### src/design/lxo_cfg.svh
`ifndef LXO_CFG_SVH
`define LXO_CFG_SVH

// Register indexes; the byte address on the bus is four times the index.
`define LXO_IDX_LANE_EXT 12'h20b
`define LXO_IDX_SYNC_HDR 12'h20f
`define LXO_IDX_DOWNCONVERTER_CONFIG 12'h210
`define LXO_IDX_I_THR 12'h211
`define LXO_IDX_Q_THR 12'h212
`define LXO_IDX_OVERRANGE_PIN_CONFIG 12'h213
`define LXO_IDX_IRQ_STS 12'h218
`define LXO_IDX_IRQ_MASK 12'h219

// Reset values.
`define LXO_RST_LANE_EXT 8'h00
`define LXO_RST_SYNC_HDR 8'h00
`define LXO_RST_DOWNCONVERTER_CONFIG 8'h00
`define LXO_RST_I_THR 8'hf2
`define LXO_RST_Q_THR 8'hab
`define LXO_RST_OVERRANGE_PIN_CONFIG 8'h07
`define LXO_RST_IRQ_MASK 5'h00

// Field reset values, sized to the flip-flops that hold them.
`define LXO_RST_SH_MODE 2'h0
`define LXO_RST_GAIN 1'b0
`define LXO_RST_OVERRANGE_PIN_ENABLE 1'b0
`define LXO_RST_OVERRANGE_STRETCH_EXPONENT 3'h7

// Field positions.
`define LXO_EXT_SER_BIT 0
`define LXO_EXT_LANE_HI 7
`define LXO_EXT_LANE_LO 1
`define LXO_GAIN_BIT 0
`define LXO_OVERRANGE_PIN_ENABLE_BIT 3
`define LXO_OVERRANGE_STRETCH_EXPONENT_HI 2
`define LXO_OVERRANGE_STRETCH_EXPONENT_LO 0

// Sync header mode codes.
`define LXO_SH_CRC 2'h0
`define LXO_SH_FEC 2'h2

// Test pattern codes that the extension ramp replaces, and the ramp code.
`define LXO_PAT_OFF 4'h0
`define LXO_PAT_ALT 4'h5
`define LXO_PAT_RAMP 4'h4

// Shortest over-range pulse is this base times two to the exponent.
`define LXO_STRETCH_BASE 11'h008

// Interrupt status bit positions.
`define LXO_IRQ_CFG_BIT 4

`endif

### src/design/lxo_pkg.sv
package lxo_pkg;

  // One down-converter input sample pair.
  typedef struct packed {
    logic valid;
    logic [15:0] i;
    logic [15:0] q;
  } lxo_sample_s;

  // One down-converter output sample pair with its control bits.
  typedef struct packed {
    logic valid;
    logic [15:0] i;
    logic i_ovr;
    logic [15:0] q;
    logic q_ovr;
  } lxo_sample_out_s;

  // Per-lane controls towards the link layer and serializer.
  typedef struct packed {
    logic clk_en;
    logic ser_pwr;
    logic ser_clk;
    logic [3:0] pattern;
  } lxo_lane_s;

  // Sync header controls towards the 64b/66b framer.
  typedef struct packed {
    logic crc_en;
    logic fec_en;
    logic reserved_mode;
    logic [4:0] cmd;
  } lxo_sync_s;

endpackage

### src/design/lxo_stretch.sv
`timescale 1ns/1ns
`include "lxo_cfg.svh"

// Stretches a one-cycle over-range hit into a pin pulse of at least
// base times two to the exponent cycles; a new hit restarts the count.
module lxo_stretch (
  // Clock and reset.
  input wire logic pclk,
  input wire logic presetn,
  // Control.
  input wire logic hit,
  input wire logic enable,
  input wire logic [2:0] exponent,
  // Pin.
  output logic pin
);

  logic [10:0] cnt_ff;
  logic [10:0] nxt_cnt;
  logic pin_ff;

  // Reload on every hit so that a run of hits keeps the pin high.
  always_comb begin
    if (hit) begin
      nxt_cnt = `LXO_STRETCH_BASE << exponent;
    end else if (cnt_ff != 11'h000) begin
      nxt_cnt = cnt_ff - 11'h001;
    end else begin
      nxt_cnt = 11'h000;
    end
  end

  // The counter runs while the pin is gated off, so enabling it later
  // shows only hits still inside their window.
  always_ff @(posedge pclk or negedge presetn) begin
    if (!presetn) begin
      cnt_ff <= 11'h000;
      pin_ff <= 1'b0;
    end else begin
      cnt_ff <= nxt_cnt;
      pin_ff <= enable && (nxt_cnt != 11'h000);
    end
  end

  assign pin = pin_ff;

endmodule

### src/design/lxo_top.sv
// The APB slave port is this design's own decision.
`timescale 1ns/1ns
`include "lxo_cfg.svh"

// Notes on behaviour
// - Extension bits enable clocks of lanes B1-B7.
// - Added-serializer bit also powers extra serializers.
// - Extra lanes follow format and test pattern.
// - Extension-only lanes send ramp for pattern 0/5.
// - Channel power-down keeps extra lanes inactive.
// - Serializer clock needs all lower lanes enabled.
// - Sync header mode applies only to 64b/66b.
// - Mode 0 selects CRC-12, mode 2 FEC.
// - All sync header command fields sent zero.
// - Gain bit doubles down-converter output, else unity.
// - I control bit set at threshold zero.
// - Q control bit set at threshold one.
// - Pin enable clear holds over-range pins low.
// - Pins stretched to eight times two-power cycles.
module lxo_top (
  // APB slave.
  input wire logic pclk,
  input wire logic presetn,
  input wire logic psel,
  input wire logic penable,
  input wire logic pwrite,
  input wire logic [13:0] paddr,
  input wire logic [31:0] pwdata,
  output logic [31:0] prdata,
  output logic pready,
  output logic pslverr,
  // Link state from the rest of the back end.
  input wire logic serial_link_enable,
  input wire logic link_format_64b66b,
  input wire logic [7:0] link_format_lanes_b,
  input wire logic [3:0] link_test_pattern_select,
  input wire logic [1:0] channel_power_down,
  // Link B lane and sync header controls.
  output lxo_pkg::lxo_lane_s lane_b [8],
  output lxo_pkg::lxo_sync_s sync_hdr,
  // Down-converter streams, channel A at index 0 and B at index 1.
  input lxo_pkg::lxo_sample_s ddc_in [2],
  output lxo_pkg::lxo_sample_out_s ddc_out [2],
  // Over-range pins and interrupt.
  output logic overrange_out_a_low,
  output logic overrange_out_a_high,
  output logic overrange_out_b_low,
  output logic overrange_out_b_high,
  output logic irq
);

  // Magnitude of a signed sample; the most negative value fits unsigned.
  function automatic logic [15:0] lxo_abs(input logic [15:0] s);
    logic [16:0] e;
    e = {s[15], s};
    if (s[15]) begin
      e = ~e + 17'h00001;
    end
    return e[15:0];
  endfunction

  // Doubling with saturation instead of wrap, so a clip stays a clip.
  function automatic logic [15:0] lxo_gain(input logic [15:0] s,
                                           input logic dbl);
    logic [15:0] r;
    r = s;
    if (dbl) begin
      if (s[15] != s[14]) begin
        r = s[15] ? 16'h8000 : 16'h7fff;
      end else begin
        r = {s[14:0], 1'b0};
      end
    end
    return r;
  endfunction

  // Threshold is a fraction of full scale in steps of one 256th.
  function automatic logic lxo_over(input logic [15:0] s,
                                    input logic [7:0] thr);
    return lxo_abs(s) >= {1'b0, thr, 7'h00};
  endfunction

  // True when every lane below n has its lane enabled.
  function automatic logic lxo_lower_on(input logic [7:0] en,
                                        input int n);
    logic ok;
    ok = 1'b1;
    for (int k = 0; k < 8; k++) begin
      if (k < n) begin
        ok = ok & en[k];
      end
    end
    return ok;
  endfunction

  logic [7:0] lane_ext_ff;
  logic [1:0] sync_mode_ff;
  logic gain_ff;
  logic [7:0] i_thr_ff;
  logic [7:0] q_thr_ff;
  logic overrange_pin_enable_ff;
  logic [2:0] overrange_stretch_exponent_ff;
  logic [4:0] irq_sts_ff;
  logic [4:0] irq_mask_ff;
  logic [31:0] prdata_ff;
  logic pslverr_ff;
  lxo_pkg::lxo_sample_out_s ddc_out_ff [2];
  lxo_pkg::lxo_lane_s lane_b_ff [8];
  lxo_pkg::lxo_sync_s sync_ff;

  logic setup;
  logic wr_en;
  logic [11:0] idx;
  logic mapped;
  logic cfg_touch;
  logic [3:0] hit;
  logic [4:0] irq_set;
  logic [4:0] irq_clr;
  logic [31:0] nxt_rdata;
  logic [7:0] lane_on;
  logic [15:0] gi [2];
  logic [15:0] gq [2];

  // Decode; addresses must be word aligned.
  assign setup = psel && !penable;
  assign idx = paddr[13:2];
  assign wr_en = psel && penable && pwrite && !pslverr_ff;

  always_comb begin
    unique case (idx)
      `LXO_IDX_LANE_EXT, `LXO_IDX_SYNC_HDR, `LXO_IDX_DOWNCONVERTER_CONFIG,
      `LXO_IDX_I_THR, `LXO_IDX_Q_THR, `LXO_IDX_OVERRANGE_PIN_CONFIG,
      `LXO_IDX_IRQ_STS, `LXO_IDX_IRQ_MASK: begin
        mapped = (paddr[1:0] == 2'h0);
      end
      default: begin
        mapped = 1'b0;
      end
    endcase
  end

  // Read mux; reserved bits read as zero.
  always_comb begin
    nxt_rdata = 32'h00000000;
    unique case (idx)
      `LXO_IDX_LANE_EXT: begin
        nxt_rdata[7:0] = lane_ext_ff;
      end
      `LXO_IDX_SYNC_HDR: begin
        nxt_rdata[1:0] = sync_mode_ff;
      end
      `LXO_IDX_DOWNCONVERTER_CONFIG: begin
        nxt_rdata[`LXO_GAIN_BIT] = gain_ff;
      end
      `LXO_IDX_I_THR: begin
        nxt_rdata[7:0] = i_thr_ff;
      end
      `LXO_IDX_Q_THR: begin
        nxt_rdata[7:0] = q_thr_ff;
      end
      `LXO_IDX_OVERRANGE_PIN_CONFIG: begin
        nxt_rdata[`LXO_OVERRANGE_PIN_ENABLE_BIT] = overrange_pin_enable_ff;
        nxt_rdata[`LXO_OVERRANGE_STRETCH_EXPONENT_HI:`LXO_OVERRANGE_STRETCH_EXPONENT_LO] = overrange_stretch_exponent_ff;
      end
      `LXO_IDX_IRQ_STS: begin
        nxt_rdata[4:0] = irq_sts_ff;
      end
      `LXO_IDX_IRQ_MASK: begin
        nxt_rdata[4:0] = irq_mask_ff;
      end
      default: begin
        nxt_rdata = 32'h00000000;
      end
    endcase
  end

  // Read data and error are captured in the setup cycle, so the access
  // phase completes at once with both from flip-flops.
  always_ff @(posedge pclk or negedge presetn) begin
    if (!presetn) begin
      prdata_ff <= 32'h00000000;
      pslverr_ff <= 1'b0;
    end else if (setup) begin
      prdata_ff <= pwrite ? 32'h00000000 : nxt_rdata;
      pslverr_ff <= !mapped;
    end
  end

  assign prdata = prdata_ff;
  assign pready = psel && penable;
  assign pslverr = psel && penable && pslverr_ff;

  // Configuration registers.
  always_ff @(posedge pclk or negedge presetn) begin
    if (!presetn) begin
      lane_ext_ff <= `LXO_RST_LANE_EXT;
      sync_mode_ff <= `LXO_RST_SH_MODE;
      gain_ff <= `LXO_RST_GAIN;
      i_thr_ff <= `LXO_RST_I_THR;
      q_thr_ff <= `LXO_RST_Q_THR;
      overrange_pin_enable_ff <= `LXO_RST_OVERRANGE_PIN_ENABLE;
      overrange_stretch_exponent_ff <= `LXO_RST_OVERRANGE_STRETCH_EXPONENT;
      irq_mask_ff <= `LXO_RST_IRQ_MASK;
    end else if (wr_en) begin
      unique case (idx)
        `LXO_IDX_LANE_EXT: begin
          lane_ext_ff <= pwdata[7:0];
        end
        `LXO_IDX_SYNC_HDR: begin
          sync_mode_ff <= pwdata[1:0];
        end
        `LXO_IDX_DOWNCONVERTER_CONFIG: begin
          gain_ff <= pwdata[`LXO_GAIN_BIT];
        end
        `LXO_IDX_I_THR: begin
          i_thr_ff <= pwdata[7:0];
        end
        `LXO_IDX_Q_THR: begin
          q_thr_ff <= pwdata[7:0];
        end
        `LXO_IDX_OVERRANGE_PIN_CONFIG: begin
          overrange_pin_enable_ff <= pwdata[`LXO_OVERRANGE_PIN_ENABLE_BIT];
          overrange_stretch_exponent_ff <= pwdata[`LXO_OVERRANGE_STRETCH_EXPONENT_HI:`LXO_OVERRANGE_STRETCH_EXPONENT_LO];
        end
        `LXO_IDX_IRQ_MASK: begin
          irq_mask_ff <= pwdata[4:0];
        end
        default: begin
          irq_mask_ff <= irq_mask_ff;
        end
      endcase
    end
  end

  // A lane or sync header write with the link running is still taken,
  // but flagged, since the link layer may be mid-frame.
  assign cfg_touch = wr_en && serial_link_enable &&
                     (idx == `LXO_IDX_LANE_EXT ||
                      idx == `LXO_IDX_SYNC_HDR);

  // Interrupt status: a new event beats a same-cycle clear.
  assign irq_set = {cfg_touch, hit};
  assign irq_clr = (wr_en && idx == `LXO_IDX_IRQ_STS) ?
                   pwdata[4:0] : 5'h00;

  always_ff @(posedge pclk or negedge presetn) begin
    if (!presetn) begin
      irq_sts_ff <= 5'h00;
    end else begin
      irq_sts_ff <= (irq_sts_ff & ~irq_clr) | irq_set;
    end
  end

  assign irq = |(irq_sts_ff & irq_mask_ff);

  // Lane enables: lane 0 comes only from the format, lanes 1-7 also
  // from the extension field; link B power-down wins over both.
  always_comb begin
    lane_on = link_format_lanes_b;
    lane_on[`LXO_EXT_LANE_HI:`LXO_EXT_LANE_LO] =
      link_format_lanes_b[7:1] |
      lane_ext_ff[`LXO_EXT_LANE_HI:`LXO_EXT_LANE_LO];
    if (channel_power_down[1]) begin
      lane_on = 8'h00;
    end
  end

  // Per-lane controls, registered so the link layer sees clean levels.
  always_ff @(posedge pclk or negedge presetn) begin
    if (!presetn) begin
      for (int n = 0; n < 8; n++) begin
        lane_b_ff[n] <= '0;
      end
    end else begin
      for (int n = 0; n < 8; n++) begin
        lane_b_ff[n].clk_en <= lane_on[n];
        lane_b_ff[n].ser_pwr <= lane_on[n] && (link_format_lanes_b[n] ||
          lane_ext_ff[`LXO_EXT_SER_BIT]);
        lane_b_ff[n].ser_clk <= lane_on[n] && (link_format_lanes_b[n] ||
          lane_ext_ff[`LXO_EXT_SER_BIT]) &&
          lxo_lower_on(lane_on, n);
        if (!link_format_lanes_b[n] && lane_on[n] &&
            (link_test_pattern_select == `LXO_PAT_OFF ||
             link_test_pattern_select == `LXO_PAT_ALT)) begin
          lane_b_ff[n].pattern <= `LXO_PAT_RAMP;
        end else begin
          lane_b_ff[n].pattern <= link_test_pattern_select;
        end
      end
    end
  end

  assign lane_b = lane_b_ff;

  // Sync header selection; reserved codes enable neither check word.
  always_ff @(posedge pclk or negedge presetn) begin
    if (!presetn) begin
      sync_ff <= '0;
    end else begin
      sync_ff.crc_en <= link_format_64b66b &&
                        sync_mode_ff == `LXO_SH_CRC;
      sync_ff.fec_en <= link_format_64b66b &&
                        sync_mode_ff == `LXO_SH_FEC;
      sync_ff.reserved_mode <= link_format_64b66b &&
                               sync_mode_ff[0];
      sync_ff.cmd <= 5'h00;
    end
  end

  assign sync_hdr = sync_ff;

  // Gain stage ahead of the level check; the check sees what is sent.
  always_comb begin
    for (int c = 0; c < 2; c++) begin
      gi[c] = lxo_gain(ddc_in[c].i, gain_ff);
      gq[c] = lxo_gain(ddc_in[c].q, gain_ff);
    end
  end

  // Output samples with their control bits, one decision per sample.
  always_ff @(posedge pclk or negedge presetn) begin
    if (!presetn) begin
      for (int c = 0; c < 2; c++) begin
        ddc_out_ff[c] <= '0;
      end
    end else begin
      for (int c = 0; c < 2; c++) begin
        ddc_out_ff[c].valid <= ddc_in[c].valid;
        if (ddc_in[c].valid) begin
          ddc_out_ff[c].i <= gi[c];
          ddc_out_ff[c].q <= gq[c];
          ddc_out_ff[c].i_ovr <= lxo_over(gi[c], i_thr_ff);
          ddc_out_ff[c].q_ovr <= lxo_over(gq[c], q_thr_ff);
        end
      end
    end
  end

  assign ddc_out = ddc_out_ff;

  // One-cycle hits feed the pin stretchers and the interrupt status.
  always_comb begin
    for (int c = 0; c < 2; c++) begin
      hit[2 * c] = ddc_out_ff[c].valid && ddc_out_ff[c].i_ovr;
      hit[2 * c + 1] = ddc_out_ff[c].valid && ddc_out_ff[c].q_ovr;
    end
  end

  lxo_stretch u_str_a_low (
    .pclk(pclk),
    .presetn(presetn),
    .hit(hit[0]),
    .enable(overrange_pin_enable_ff),
    .exponent(overrange_stretch_exponent_ff),
    .pin(overrange_out_a_low)
  );

  lxo_stretch u_str_a_high (
    .pclk(pclk),
    .presetn(presetn),
    .hit(hit[1]),
    .enable(overrange_pin_enable_ff),
    .exponent(overrange_stretch_exponent_ff),
    .pin(overrange_out_a_high)
  );

  lxo_stretch u_str_b_low (
    .pclk(pclk),
    .presetn(presetn),
    .hit(hit[2]),
    .enable(overrange_pin_enable_ff),
    .exponent(overrange_stretch_exponent_ff),
    .pin(overrange_out_b_low)
  );

  lxo_stretch u_str_b_high (
    .pclk(pclk),
    .presetn(presetn),
    .hit(hit[3]),
    .enable(overrange_pin_enable_ff),
    .exponent(overrange_stretch_exponent_ff),
    .pin(overrange_out_b_high)
  );

endmodule

### config.mk
export PLATFORM = sky130hd
export DESIGN_NAME = lxo_top
export DESIGN_NICKNAME = d
export VERILOG_FILES = /design/src/design/lxo_pkg.sv /design/src/design/lxo_stretch.sv /design/src/design/lxo_top.sv
export VERILOG_INCLUDE_DIRS = /design/src /design/src/design
export SDC_FILE = /design/constraint.sdc
export NUM_CORES = 1
export LEC_CHECK = 0
export ABC_AREA = 1
export BUFFER_PORTS_ARGS = -buffer_cell sky130_fd_sc_hd__buf_2
export CELL_PAD_IN_SITES_DETAIL_PLACEMENT = 0
export CELL_PAD_IN_SITES_GLOBAL_PLACEMENT = 1
export CORE_UTILIZATION = 42
export DETAILED_ROUTE_END_ITERATION = 8
export PLACE_DENSITY_LB_ADDON = 0.1
export SLEW_MARGIN = 20
export SYNTH_ARGS = -nofsm -noshare
export SYNTH_HDL_FRONTEND = slang
export SYNTH_SLANG_ARGS = --single-unit
export TNS_END_PERCENT = 5
### constraint.sdc
create_clock -name pclk -period 7.6 [get_ports pclk]
set_input_delay 0 -clock pclk [delete_from_list [all_inputs] [get_ports pclk]]
set_output_delay 0 -clock pclk [all_outputs]
set_load 0.02 [all_outputs]
# After elaboration in Yosys (flattened, before gate mapping)

Index checks and enable logic that the tools add are counted.

Register bits: 250
Bits of input ports: 133
Output and inout port bits: 173
Word-level logic and storage cells: 241

Add/subtract/negate cells: 8
Magnitude comparators: 4
Equality and inequality tests: 14
Shifts and indexed selects: 1
Multiplexer cells: 45
Bitwise operators: 15
Reductions and logical operators: 91

Operators by type and width:

| cell                                                   | number |
|---|---|
| two-way mux 16 bit                                     | 20 |
| equality test 12 x 10 -> 1 bit (second input constant) | 8 |
| two-way mux 11 bit                                     | 8 |
| nonzero test 11 bit                                    | 8 |
| adder 16 x 1 -> 16 bit (second input constant)         | 4 |
| greater-or-equal comparator 16 x 15 -> 1 bit           | 4 |
| NOT 16 bit                                             | 4 |
| logical AND 1 bit                                      | 50 |
| subtractor 11 x 1 -> 11 bit (second input constant)    | 4 |
| two-way mux 4 bit                                      | 8 |
| two-way mux 8 bit                                      | 2 |
| AND reduction 2 bit                                    | 7 |
| one-hot mux 2 bit (6 select lines)                     | 1 |
| logical NOT 1 bit                                      | 11 |
| << shifter 4 x 3 -> 11 bit (first input constant)      | 1 |
| bitwise AND 5 bit                                      | 2 |
| logical OR 1 bit                                       | 10 |
| one-hot mux 3 bit (3 select lines)                     | 1 |
| one-hot mux 1 bit (8 select lines)                     | 1 |
| OR reduction 8 bit                                     | 1 |
| OR 7 bit                                               | 1 |
| one-hot mux 1 bit (7 select lines)                     | 1 |
| bitwise AND 1 bit                                      | 6 |
| two-way mux 5 bit                                      | 1 |
| other kinds (10)                                       | 14 |

# Longest topological paths before layout

Gate-level depths: netlist of the first run.

Word-level depth: 9
Depth in mapped cells: 25
Depth with buffers taken out: 25

# Cells and area by module

A second synthesis of the first run with hierarchy kept.

Cell total of the unflattened synthesis: 1,864
Area total of the unflattened synthesis: 13,590.5 um^2

Modules (own cells, without submodules):

| module                         | instances | cells an instance | area an instance (um^2) | sequential area each (um^2) |
|---|---|---|---|---|
| lxo_top                        | 1         | 1,334             | 10,186.0                | 4,470.5 |
| lxo_stretch (u_str_a_high ...) | 3         | 134               | 867.1                   | 300.3 |
| lxo_stretch (u_str_a_low)      | 1         | 128               | 803.3                   | 300.3 |

# Worst setup path after synthesis of the first run

Ideal clock, no wire load.

Path type: in2reg
From: in ddc_in[14] (netlist name)
To: reg ddc_out_ff, in the netlist ddc_out[0]
Library setup time: 66 ps
Data arrival time: 2,529 ps
Required time: 7,534 ps
Setup slack: 5,006 ps
Stages on the path: 23
Path buffers: 1
Cell sequence: inv_1 > ha_1 > buf_4 > inv_2 > nand2_2 > nand2_1 > o21bai_1 > nor2_1 > nand2_1 > nor2_4 > nand3_2 > nor2_4 > a21oi_1 > xor2_1 > ha_1 > nand2_1 > o21ai_0 > nor2_1 > o311ai_0 > inv_1 > nand2_1 > nand2_1 > nand2_1

Word-level cells in the longest chain between the ends: 8

RTL lines:

| element                                          | RTL line       | source |
|---|---|---|
| start: declaration                               | lxo_top.sv:42  | `input lxo_pkg::lxo_sample_s ddc_in [2],` |
| != test 1 bit                                    | lxo_top.sv:68  | `if (s[15] != s[14]) begin` |
| two-way mux 16 bit                               | lxo_top.sv:68  |  |
| two-way mux 16 bit (*)                           | lxo_top.sv:67  | `if (dbl) begin` |
| NOT 16 bit                                       | lxo_top.sv:57  | `e = ~e + 17'h00001;` |
| adder 16 x 1 -> 16 bit                           | lxo_top.sv:57  |  |
| two-way mux 16 bit (*)                           | lxo_top.sv:56  | `if (s[15]) begin` |
| two-way mux 16 bit (*)                           | lxo_top.sv:329 | `if (ddc_in[c].valid) begin` |
| greater-or-equal comparator 16 x 15 -> 1 bit (*) | lxo_top.sv:80  | `return lxo_abs(s) >= {1'b0, thr, 7'h00};` |
| end: declaration                                 | lxo_top.sv:107 | `lxo_pkg::lxo_sample_out_s ddc_out_ff [2];` |

Mark *: on every way between the ends. The rest lies on a longest branch, timed or not. The select of a mux whose other input is x is not followed.
A chain may end at the register's enable or synchronous reset.

# Worst setup path in the final report of the first run

From: reg gain_ff
To: reg ddc_out_ff, in the netlist ddc_out[0]

Word-level cells in the longest chain between the ends: 6

RTL lines:

| element                                          | RTL line       | source |
|---|---|---|
| start: declaration                               | lxo_top.sv:98  | `logic gain_ff;` |
| start signal: assignment                         | lxo_top.sv:198 | `` gain_ff <= `LXO_RST_GAIN; `` |
| start signal: assignment                         | lxo_top.sv:213 | `` gain_ff <= pwdata[`LXO_GAIN_BIT]; `` |
| two-way mux 16 bit (*)                           | lxo_top.sv:67  |  |
| NOT 16 bit                                       | lxo_top.sv:57  |  |
| adder 16 x 1 -> 16 bit                           | lxo_top.sv:57  |  |
| two-way mux 16 bit (*)                           | lxo_top.sv:56  |  |
| two-way mux 16 bit (*)                           | lxo_top.sv:329 |  |
| greater-or-equal comparator 16 x 15 -> 1 bit (*) | lxo_top.sv:80  |  |

Marks and branches as above.

==> flow_metrics.py, run 1 <==
metrics = {
    "status": {
        "status": "finished with violations",
        "violations": "negative hold slack",
    },
    "clock_network": {
        "cts_root_buf": "clkbuf_16",
        "clk_pin_slew_ps": 60,
        "cts_tree": "yes",
        "numCtsBuffers": 26,
        "htreeDepth": 1,
        "post_cts_buffers": 0,
        "clkSinkCount": 226,
        "clockBufferDepth": 3,
        "clock_latency_ps": 520,
    },
    "logic_synthesis": {
        "synth-main-ff-cell": "dfrtp_1",
        "synth_top_family_by_area": "simple AND/OR/NAND/NOR gates",
        "syn_inst": 1612,
        "syn_area_um2": 12600,
        "synth_edf_count": 0,
        "yosys.area.top_type": "dfrtp_1",
        "yosysMostFrequentCell": "nand2_1",
        "synth.avg_cell_area_um2": 7.84,
        "synth_compound_area_share_pct": 11.6,
        "ys_types": 53,
        "synth_xor_area_share_pct": 4.44,
        "yosysWarnings": 0,
        "synth-simple-area-share_pct": 24.1,
        "seq_area_frac_synth_pct": 44.9,
        "ys_ff_latch": 226,
        "netlist_top_cells_area": "dfrtp_1 42%, nand2_1 11%, inv_1 6.0%, nor2_1 5.8%, ha_1 4.8%",
        "synth_common_cells": "371 x nand2_1, 213 x dfrtp_1, 203 x inv_1, 195 x nor2_1, 103 x o21ai_0",
        "async_flop_share_pct": 100,
        "yosys.area_share.adder_pct": 4.75,
        "synthMuxAreaShare_pct": 0,
        "synth_top_area_share_pct": 42.2,
    },
    "critical_path": {
        "ff2ff_setup_slack_ps": 3940,
        "crit_fanout": 54,
        "slowest_stage": "inv_4",
        "crit_start": "gain_ff$_DFFE_PN0P_",
        "startpoint_type": "flop",
        "crit_required_ps": 8060,
        "worstSetupEndpoint": "ddc_out[0]$_DFFE_PN0P_",
        "worstReg2RegStart": "gain_ff$_DFFE_PN0P_",
        "cp.arrival_ps": 4120,
        "crit_chain": "buf_4, inv_4, a21oi_1, nand2_1, nand4_1, nor2_4, nand3_2, nor2_4, a21oi_1, xor2_1, ha_1, nand2_1, o21ai_0, nor2_1, o311ai_0, inv_1, nand2_1, nand2_1, nand2_1",
        "r2r_cells": 19,
        "r2r-end": "ddc_out[0]$_DFFE_PN0P_",
        "timing.critical_path.to_type": "flop",
        "critPathMostFrequentCell": "nand2_1",
        "critPathMaxStageDelay_ps": 520,
        "path_class": "reg2reg",
    },
    "routing": {
        "dr.pass1.iters": 5,
        "drc": 0,
        "drtIter0Drc": 665,
        "finalWirelength_mm": 34.6,
        "via_count": 11400,
        "viasPerCell": 4.81,
        "ant_nets": 0,
        "wl_per_cell_um": 14.6,
    },
    "power": {
        "clockPowerShare_pct": 36.2,
        "p_sw_uw": 1320,
        "p_seq_share_pct": 35.5,
        "power.leakage_uw": 0.00829,
        "p_per_area_nw_per_um2": 253,
        "p_total_uw": 4120,
        "ir_drop_v": 0.000168,
        "p_comb_share_pct": 28.4,
        "internal-power_uw": 2800,
        "swShare_pct": 32.1,
    },
    "sta": {
        "slew_violations": 0,
        "hold_viol": 16,
        "hold_ws_ps": -14.7,
        "slew_headroom_pct": 37.8,
        "fmax_ghz": 0.273,
        "rsz0062_at_grt": "false",
        "finClkSkew_ps": 8.51,
        "setup_viol": 0,
        "setup-tns-final_ps": 0,
        "fin_crit_ps": 3660,
        "post-route-period-util_pct": 48.1,
        "worstMarginPinSlew_ps": 932,
    },
    "global_routing": {
        "antenna_found_initial": 0,
        "grt_pass1_vias": 10900,
        "grt.busiest_layer": "met2",
        "grt-ovfl-total": 0,
        "grtUsageMet2_pct": 38.0,
        "met3_usage_pct": 3.55,
        "grtUsageMet1_pct": 30.7,
        "grt_max_degree": 131,
        "grt_pass1_wl_mm": 55.7,
        "grt_usage_pct": 22.6,
    },
    "floorplan": {
        "die_h_um": 175,
        "ioPinCount": 306,
        "die-width_um": 175,
        "rows": 63,
        "core_um2": 29600,
        "dieArea_um2": 30800,
        "start_util_pct": 42.6,
    },
    "layout": {
        "areaGrowthSynthToFinish_pct": 29.0,
        "drive_gt1_share_pct": 18.6,
        "nets": 2142,
        "final_core_util_pct": 55.0,
        "diodes": 0,
        "fin_cells": 2371,
    },
    "placement": {
        "gp_congestion": 0.847,
        "portBuffers": 251,
        "dp_hpwl_mm": 25.0,
        "dp.cells": 2202,
    },
    "min_path": {
        "hold_class": "in2async",
    },
    "job": {
        "cap_violations": 0,
    },
}
## worst min path at each step
stage                                     start                endpoint  slack [ps]  cells past startpoint
floorplan                               presetn  ddc_out[0]$_DFFE_PN0P_        -300                      0
global placement    link_test_pattern_select[0]    lane_b[49]$_DFF_PN0_         140                      1
detailed placement  link_test_pattern_select[0]    lane_b[49]$_DFF_PN0_         140                      1
CTS                                   ddc_in[6]  ddc_out[7]$_DFFE_PN0P_           5                      5
global route                            presetn    lane_b[22]$_DFF_PN0_          10                      2
finish                                  presetn    lane_b[29]$_DFF_PN0_         -10                      2
## what timing repair did
| action | 4_1_cts | 5_1_grt |
|---|---|---|
| resized for setup | 0 | 0 |
| hold buffers | 120 | 0 |
| hold endpoints to repair | 286 | 0 |
## layout make-up
| type | instances | area [um2] |
|---|---|---|
| clock inverters | 16 | 318 |
| inverters | 217 | 820 |
| multi-input cells | 1115 | 5780 |
| repair buffers | 375 | 2520 |
| clock buffers | 32 | 714 |
| well taps | 390 | 488 |
| fillers | 2868 | 13300 |
| flip-flops and latches | 226 | 5670 |
## layer usage
metal  vias to the layer above  routed length [um]
met5                         -                   0
met4                         0                 496
met3                        38                1860
met2                       294               16100
met1                      5283               16100
li1                       5800                   -
## flip-flops by register name, summed over array words and instances (netlist names), 2 cells and up
| signal | flops |
|---|---|
| prdata | 8 |
| u_str_a_high.cnt_ff | 11 |
| u_str_a_low.cnt_ff | 11 |
| q_thr_ff | 8 |
| u_str_b_high.cnt_ff | 11 |
| irq_sts_ff | 5 |
| sync_mode_ff | 2 |
| irq_mask_ff | 5 |
| sync_hdr | 3 |
| ddc_out | 70 |
| lane_b | 55 |
| u_str_b_low.cnt_ff | 11 |
| lane_ext_ff | 8 |
| i_thr_ff | 8 |
| overrange_stretch_exponent_ff | 3 |
## cell usage in the layout, fill, tap and decap left out, types with 9 or more instances in the layout
cell type and count:
conb_1 29, dfrtp_1 212, ha_1 48, a31oi_1 24, xnor2_1 27, bufinv_16 9, xor2_1 37, nand4_1 21
nand2_1 371, buf_2 250, clkbuf_16 27, or2_2 11, nor2_1 195, nor3_1 27, inv_1 203, o22ai_1 25
dfstp_2 13, nand3_1 60, o21ai_1 11, o21ai_0 103, a21oi_1 41, dlygate4sd3_1 120
## power groups by stage
| stage | Combinational (uW) | Clock [uW] | Sequential [uW] |
|---|---|---|---|
| after floorplan | 755 | 0 | 1540 |
| after global placement | 1090 | 0 | 1480 |
| after detailed placement | 1100 | 0 | 1480 |
| after CTS | 1170 | 1530 | 1460 |
| after global routing | 1340 | 1570 | 1480 |
| final | 1170 | 1490 | 1460 |
## worst max-delay path, delay by kind of cell, from the launching register on
| kind | cells | cell delay (ps) |
|---|---|---|
| buffers and inverters | 3 | 900 |
| XOR/XNOR | 1 | 160 |
| flip-flops | 1 | 380 |
| adder cells (fa/ha/maj) | 1 | 300 |
| AO/OA/AOI/OAI | 4 | 750 |
| AND/OR/NAND/NOR | 10 | 1070 |
## cells by family (layout without fill, tap and decap cells)
kind of cell | Yosys count | after routing
compound gates | 248 | 248
fa+ha+maj | 48 | 48
flops | 226 | 226
other cells | 1 | 29
buf+inv | 299 | 640
simple gates | 726 | 726
xor+xnor | 64 | 64
## per-stage QoR
step / hold slack (ps) / cell area [um2] / setup slack (ps)
6_report: -14.7 / 16300 / 3940
5_1_grt: 13.7 / 16300 / 3520
4_1_cts: 5.09 / 16300 / 3940
3_5_place_dp: 140 / 14000 / 3960
3_3_place_gp: 137 / 14000 / 3980
2_1_floorplan: -296 / 12700 / 5010
No activity file was read; power rests on OpenSTA's default activity.
==> inputs of run 2 (changes only) <==
--- a/config.mk
+++ b/config.mk
@@ -6,11 +6,11 @@
 export SDC_FILE = /design/constraint.sdc
 export NUM_CORES = 1
 export LEC_CHECK = 0
-export ABC_AREA = 1
+export ABC_AREA = 0
 export BUFFER_PORTS_ARGS = -buffer_cell sky130_fd_sc_hd__buf_2
 export CELL_PAD_IN_SITES_DETAIL_PLACEMENT = 0
 export CELL_PAD_IN_SITES_GLOBAL_PLACEMENT = 1
-export CORE_UTILIZATION = 42
+export CORE_UTILIZATION = 41
 export DETAILED_ROUTE_END_ITERATION = 8
 export PLACE_DENSITY_LB_ADDON = 0.1
 export SLEW_MARGIN = 20
==> constraint.sdc (replaced) <==
create_clock -name pclk -period 3.6 [get_ports pclk]
set_input_delay 0 -clock pclk [delete_from_list [all_inputs] [get_ports pclk]]
set_output_delay 0 -clock pclk [all_outputs]
set_load 0.02 [all_outputs]
==> flow_metrics.py, run 2 <==
metrics = {
    "status": {
        "status": "completed",
    },
    "routing": {
        "drtIter0Drc": 631,
        "wl_per_cell_um": 17.1,
        "ant_nets": 0,
        "viasPerCell": 5.31,
        "dr.pass1.iters": 5,
        "via_count": 10900,
        "drc": 0,
        "finalWirelength_mm": 35.2,
    },
    "power": {
        "ir_drop_v": 0.000329,
        "p_per_area_nw_per_um2": 514,
        "power.leakage_uw": 0.00764,
    },
    "job": {
        "cap_violations": 0,
    },
    "floorplan": {
        "rows": 64,
        "dieArea_um2": 31700,
        "die-width_um": 178,
        "ioPinCount": 306,
        "core_um2": 30500,
        "start_util_pct": 41.6,
        "die_h_um": 178,
    },
    "placement": {
        "gp_congestion": 0.850,
        "dp_hpwl_mm": 25.8,
        "portBuffers": 251,
        "pre_cts_ws_ps": 270,
    },
    "clock_network": {
        "numCtsBuffers": 27,
        "clkSinkCount": 226,
        "cts_root_buf": "clkbuf_16",
        "clk_pin_slew_ps": 60,
        "cts_tree": "yes",
        "post_cts_buffers": 0,
        "clockBufferDepth": 3,
        "clock_latency_ps": 550,
        "htreeDepth": 1,
    },
    "sta": {
        "post-route-period-util_pct": 91.1,
        "hold_ws_ps": 16.2,
        "fin_crit_ps": 3280,
        "finClkSkew_ps": 22.5,
        "setup-tns-final_ps": 0,
        "hold_viol": 0,
        "slew_headroom_pct": 28.7,
        "fmax_ghz": 0.305,
        "rsz0062_at_grt": "false",
        "worstMarginPinSlew_ps": 1060,
        "fin_ws_ps": 320,
        "setup_viol": 0,
        "slew_violations": 0,
    },
    "global_routing": {
        "grt_max_degree": 87,
        "grt_pass1_vias": 10500,
        "grt_usage_pct": 22.1,
        "grt_pass1_wl_mm": 55.7,
        "antenna_found_initial": 1,
        "grt-ovfl-total": 0,
    },
    "logic_synthesis": {
        "synth-main-ff-cell": "dfrtp_1",
        "syn_area_um2": 12700,
        "yosysMostFrequentCell": "dfrtp_1",
        "yosysWarnings": 0,
        "synth_common_cells": "213 x dfrtp_1, 122 x nor2_1, 91 x nand2_1, 83 x a21oi_1, 67 x mux2_2",
        "async_flop_share_pct": 100,
        "synth.avg_cell_area_um2": 9.58,
        "syn_inst": 1325,
        "synth_edf_count": 0,
        "ys_ff_latch": 226,
        "netlist_top_cells_area": "dfrtp_1 42%, mux2_2 5.9%, ha_1 4.7%, nor2_1 3.6%, a21oi_1 3.3%",
        "ys_types": 78,
        "synth_top_area_share_pct": 42.0,
        "seq_area_frac_synth_pct": 44.7,
        "yosys.area.top_type": "dfrtp_1",
    },
    "layout": {
        "nets": 1827,
        "areaGrowthSynthToFinish_pct": 26.8,
        "drive_gt1_share_pct": 27.1,
        "largest_reg_flops": 70,
        "mostFrequentLayoutCells": "250 x buf_2, 212 x dfrtp_1, 122 x nor2_1, 91 x nand2_1",
        "num-fill-cells": 2898,
        "diodes": 0,
        "final_common_cell": "buf_2",
    },
    "critical_path": {
        "cp.arrival_ps": 3700,
        "timing.critical_path.to_type": "flop",
        "path_class": "reg2reg",
        "crit_required_ps": 4020,
        "crit_fanout": 24,
        "startpoint_type": "flop",
        "ff2ff_setup_slack_ps": 320,
    },
    "min_path": {
        "hold_class": "in2async",
    },
}
[run 2: worst paths after layout]
path                                       start                 endpoint  cells past startpoint
setup / recovery             gain_ff$_DFFE_PN0P_  ddc_out[35]$_DFFE_PN0P_                     12
hold / removal                           presetn     lane_b[24]$_DFF_PN0_                      2
setup reg to reg             gain_ff$_DFFE_PN0P_  ddc_out[35]$_DFFE_PN0P_                     12
hold reg to reg            prdata[7]$_DFFE_PN0P_    prdata[7]$_DFFE_PN0P_                      2
max in group asynchronous                presetn  ddc_out[64]$_DFFE_PN0P_                      3
min in group pclk                     ddc_in[63]  ddc_out[53]$_DFFE_PN0P_                      4
[run 2: area by class of cell]
| cell class | count | area [um2] | share of cell area, % |
|---|---|---|---|
| clock buffers | 35 | 746 | 4.63 |
| clock inverters | 14 | 153 | 0.948 |
| inverters | 61 | 229 | 1.42 |
| multi-input cells | 958 | 6390 | 39.7 |
| flip-flops and latches | 226 | 5680 | 35.3 |
| well taps | 396 | 495 | 3.08 |
| repair buffers | 372 | 2410 | 15.0 |
[run 2: timing repair]
| item | CTS | global route |
|---|---|---|
| resized for setup | 0 | 2 |
| hold buffers | 83 | 0 |
| hold endpoints to repair | 226 | 0 |
| setup endpoints to repair | 0 | 2 |
[run 2: per-stage QoR]
step	instances	instance area [um2]	utilization (%)	total power, uW
finish	2062	16100	52.8	8280
global route	2062	16100	52.8	8780
CTS	2062	16100	52.7	8350
detailed placement	1930	14400	47.0	5480
global placement	1930	14400	47.0	5460
floorplan	1353	12800	-	4800
[run 2: cell families (layout without fill, tap and decap cells)]
family                   count (synthesis)  count (layout)  synth area share [%]
AND/OR/NAND/NOR                        434             434                  17.6
flip-flops                             226             226                  44.7
AO/OA/AOI/OAI                          311             311                  16.2
other                                    1              29                0.0295
adder cells (fa/ha/maj)                 48              48                  4.73
buffers and inverters                  169             482                  5.93
multiplexers                            78              78                  6.82
XOR/XNOR                                58              58                  4.00
[run 2: power by group]
| group | switching [uW] | internal (uW) |
|---|---|---|
| combinational | 1320 | 998 |
| sequential | 304 | 2900 |
| clock | 1140 | 1610 |
[run 2: per-layer routing]
layer / GRT usage, % / up-vias / part of all wire [%]
met4: 6.45 / 2 / 2.5
li1: - / 5365 / -
met3: 4.20 / 60 / 6.4
met1: 30.7 / 5199 / 46
met5: 0 / - / 0.037
met2: 34.7 / 317 / 45
[run 2: worst max-delay path, cell delays in order, from the launching register on]
cell and delay (ps):
dfrtp_4 580, buf_12 210, nor4bb_1 280, nor3_1 90, nor4_2 440, a31oi_1 180, xor2_1 180, ha_1 310
and4b_1 210, a2111oi_0 350, o21ai_0 130, a21oi_1 130, a21oi_1 70
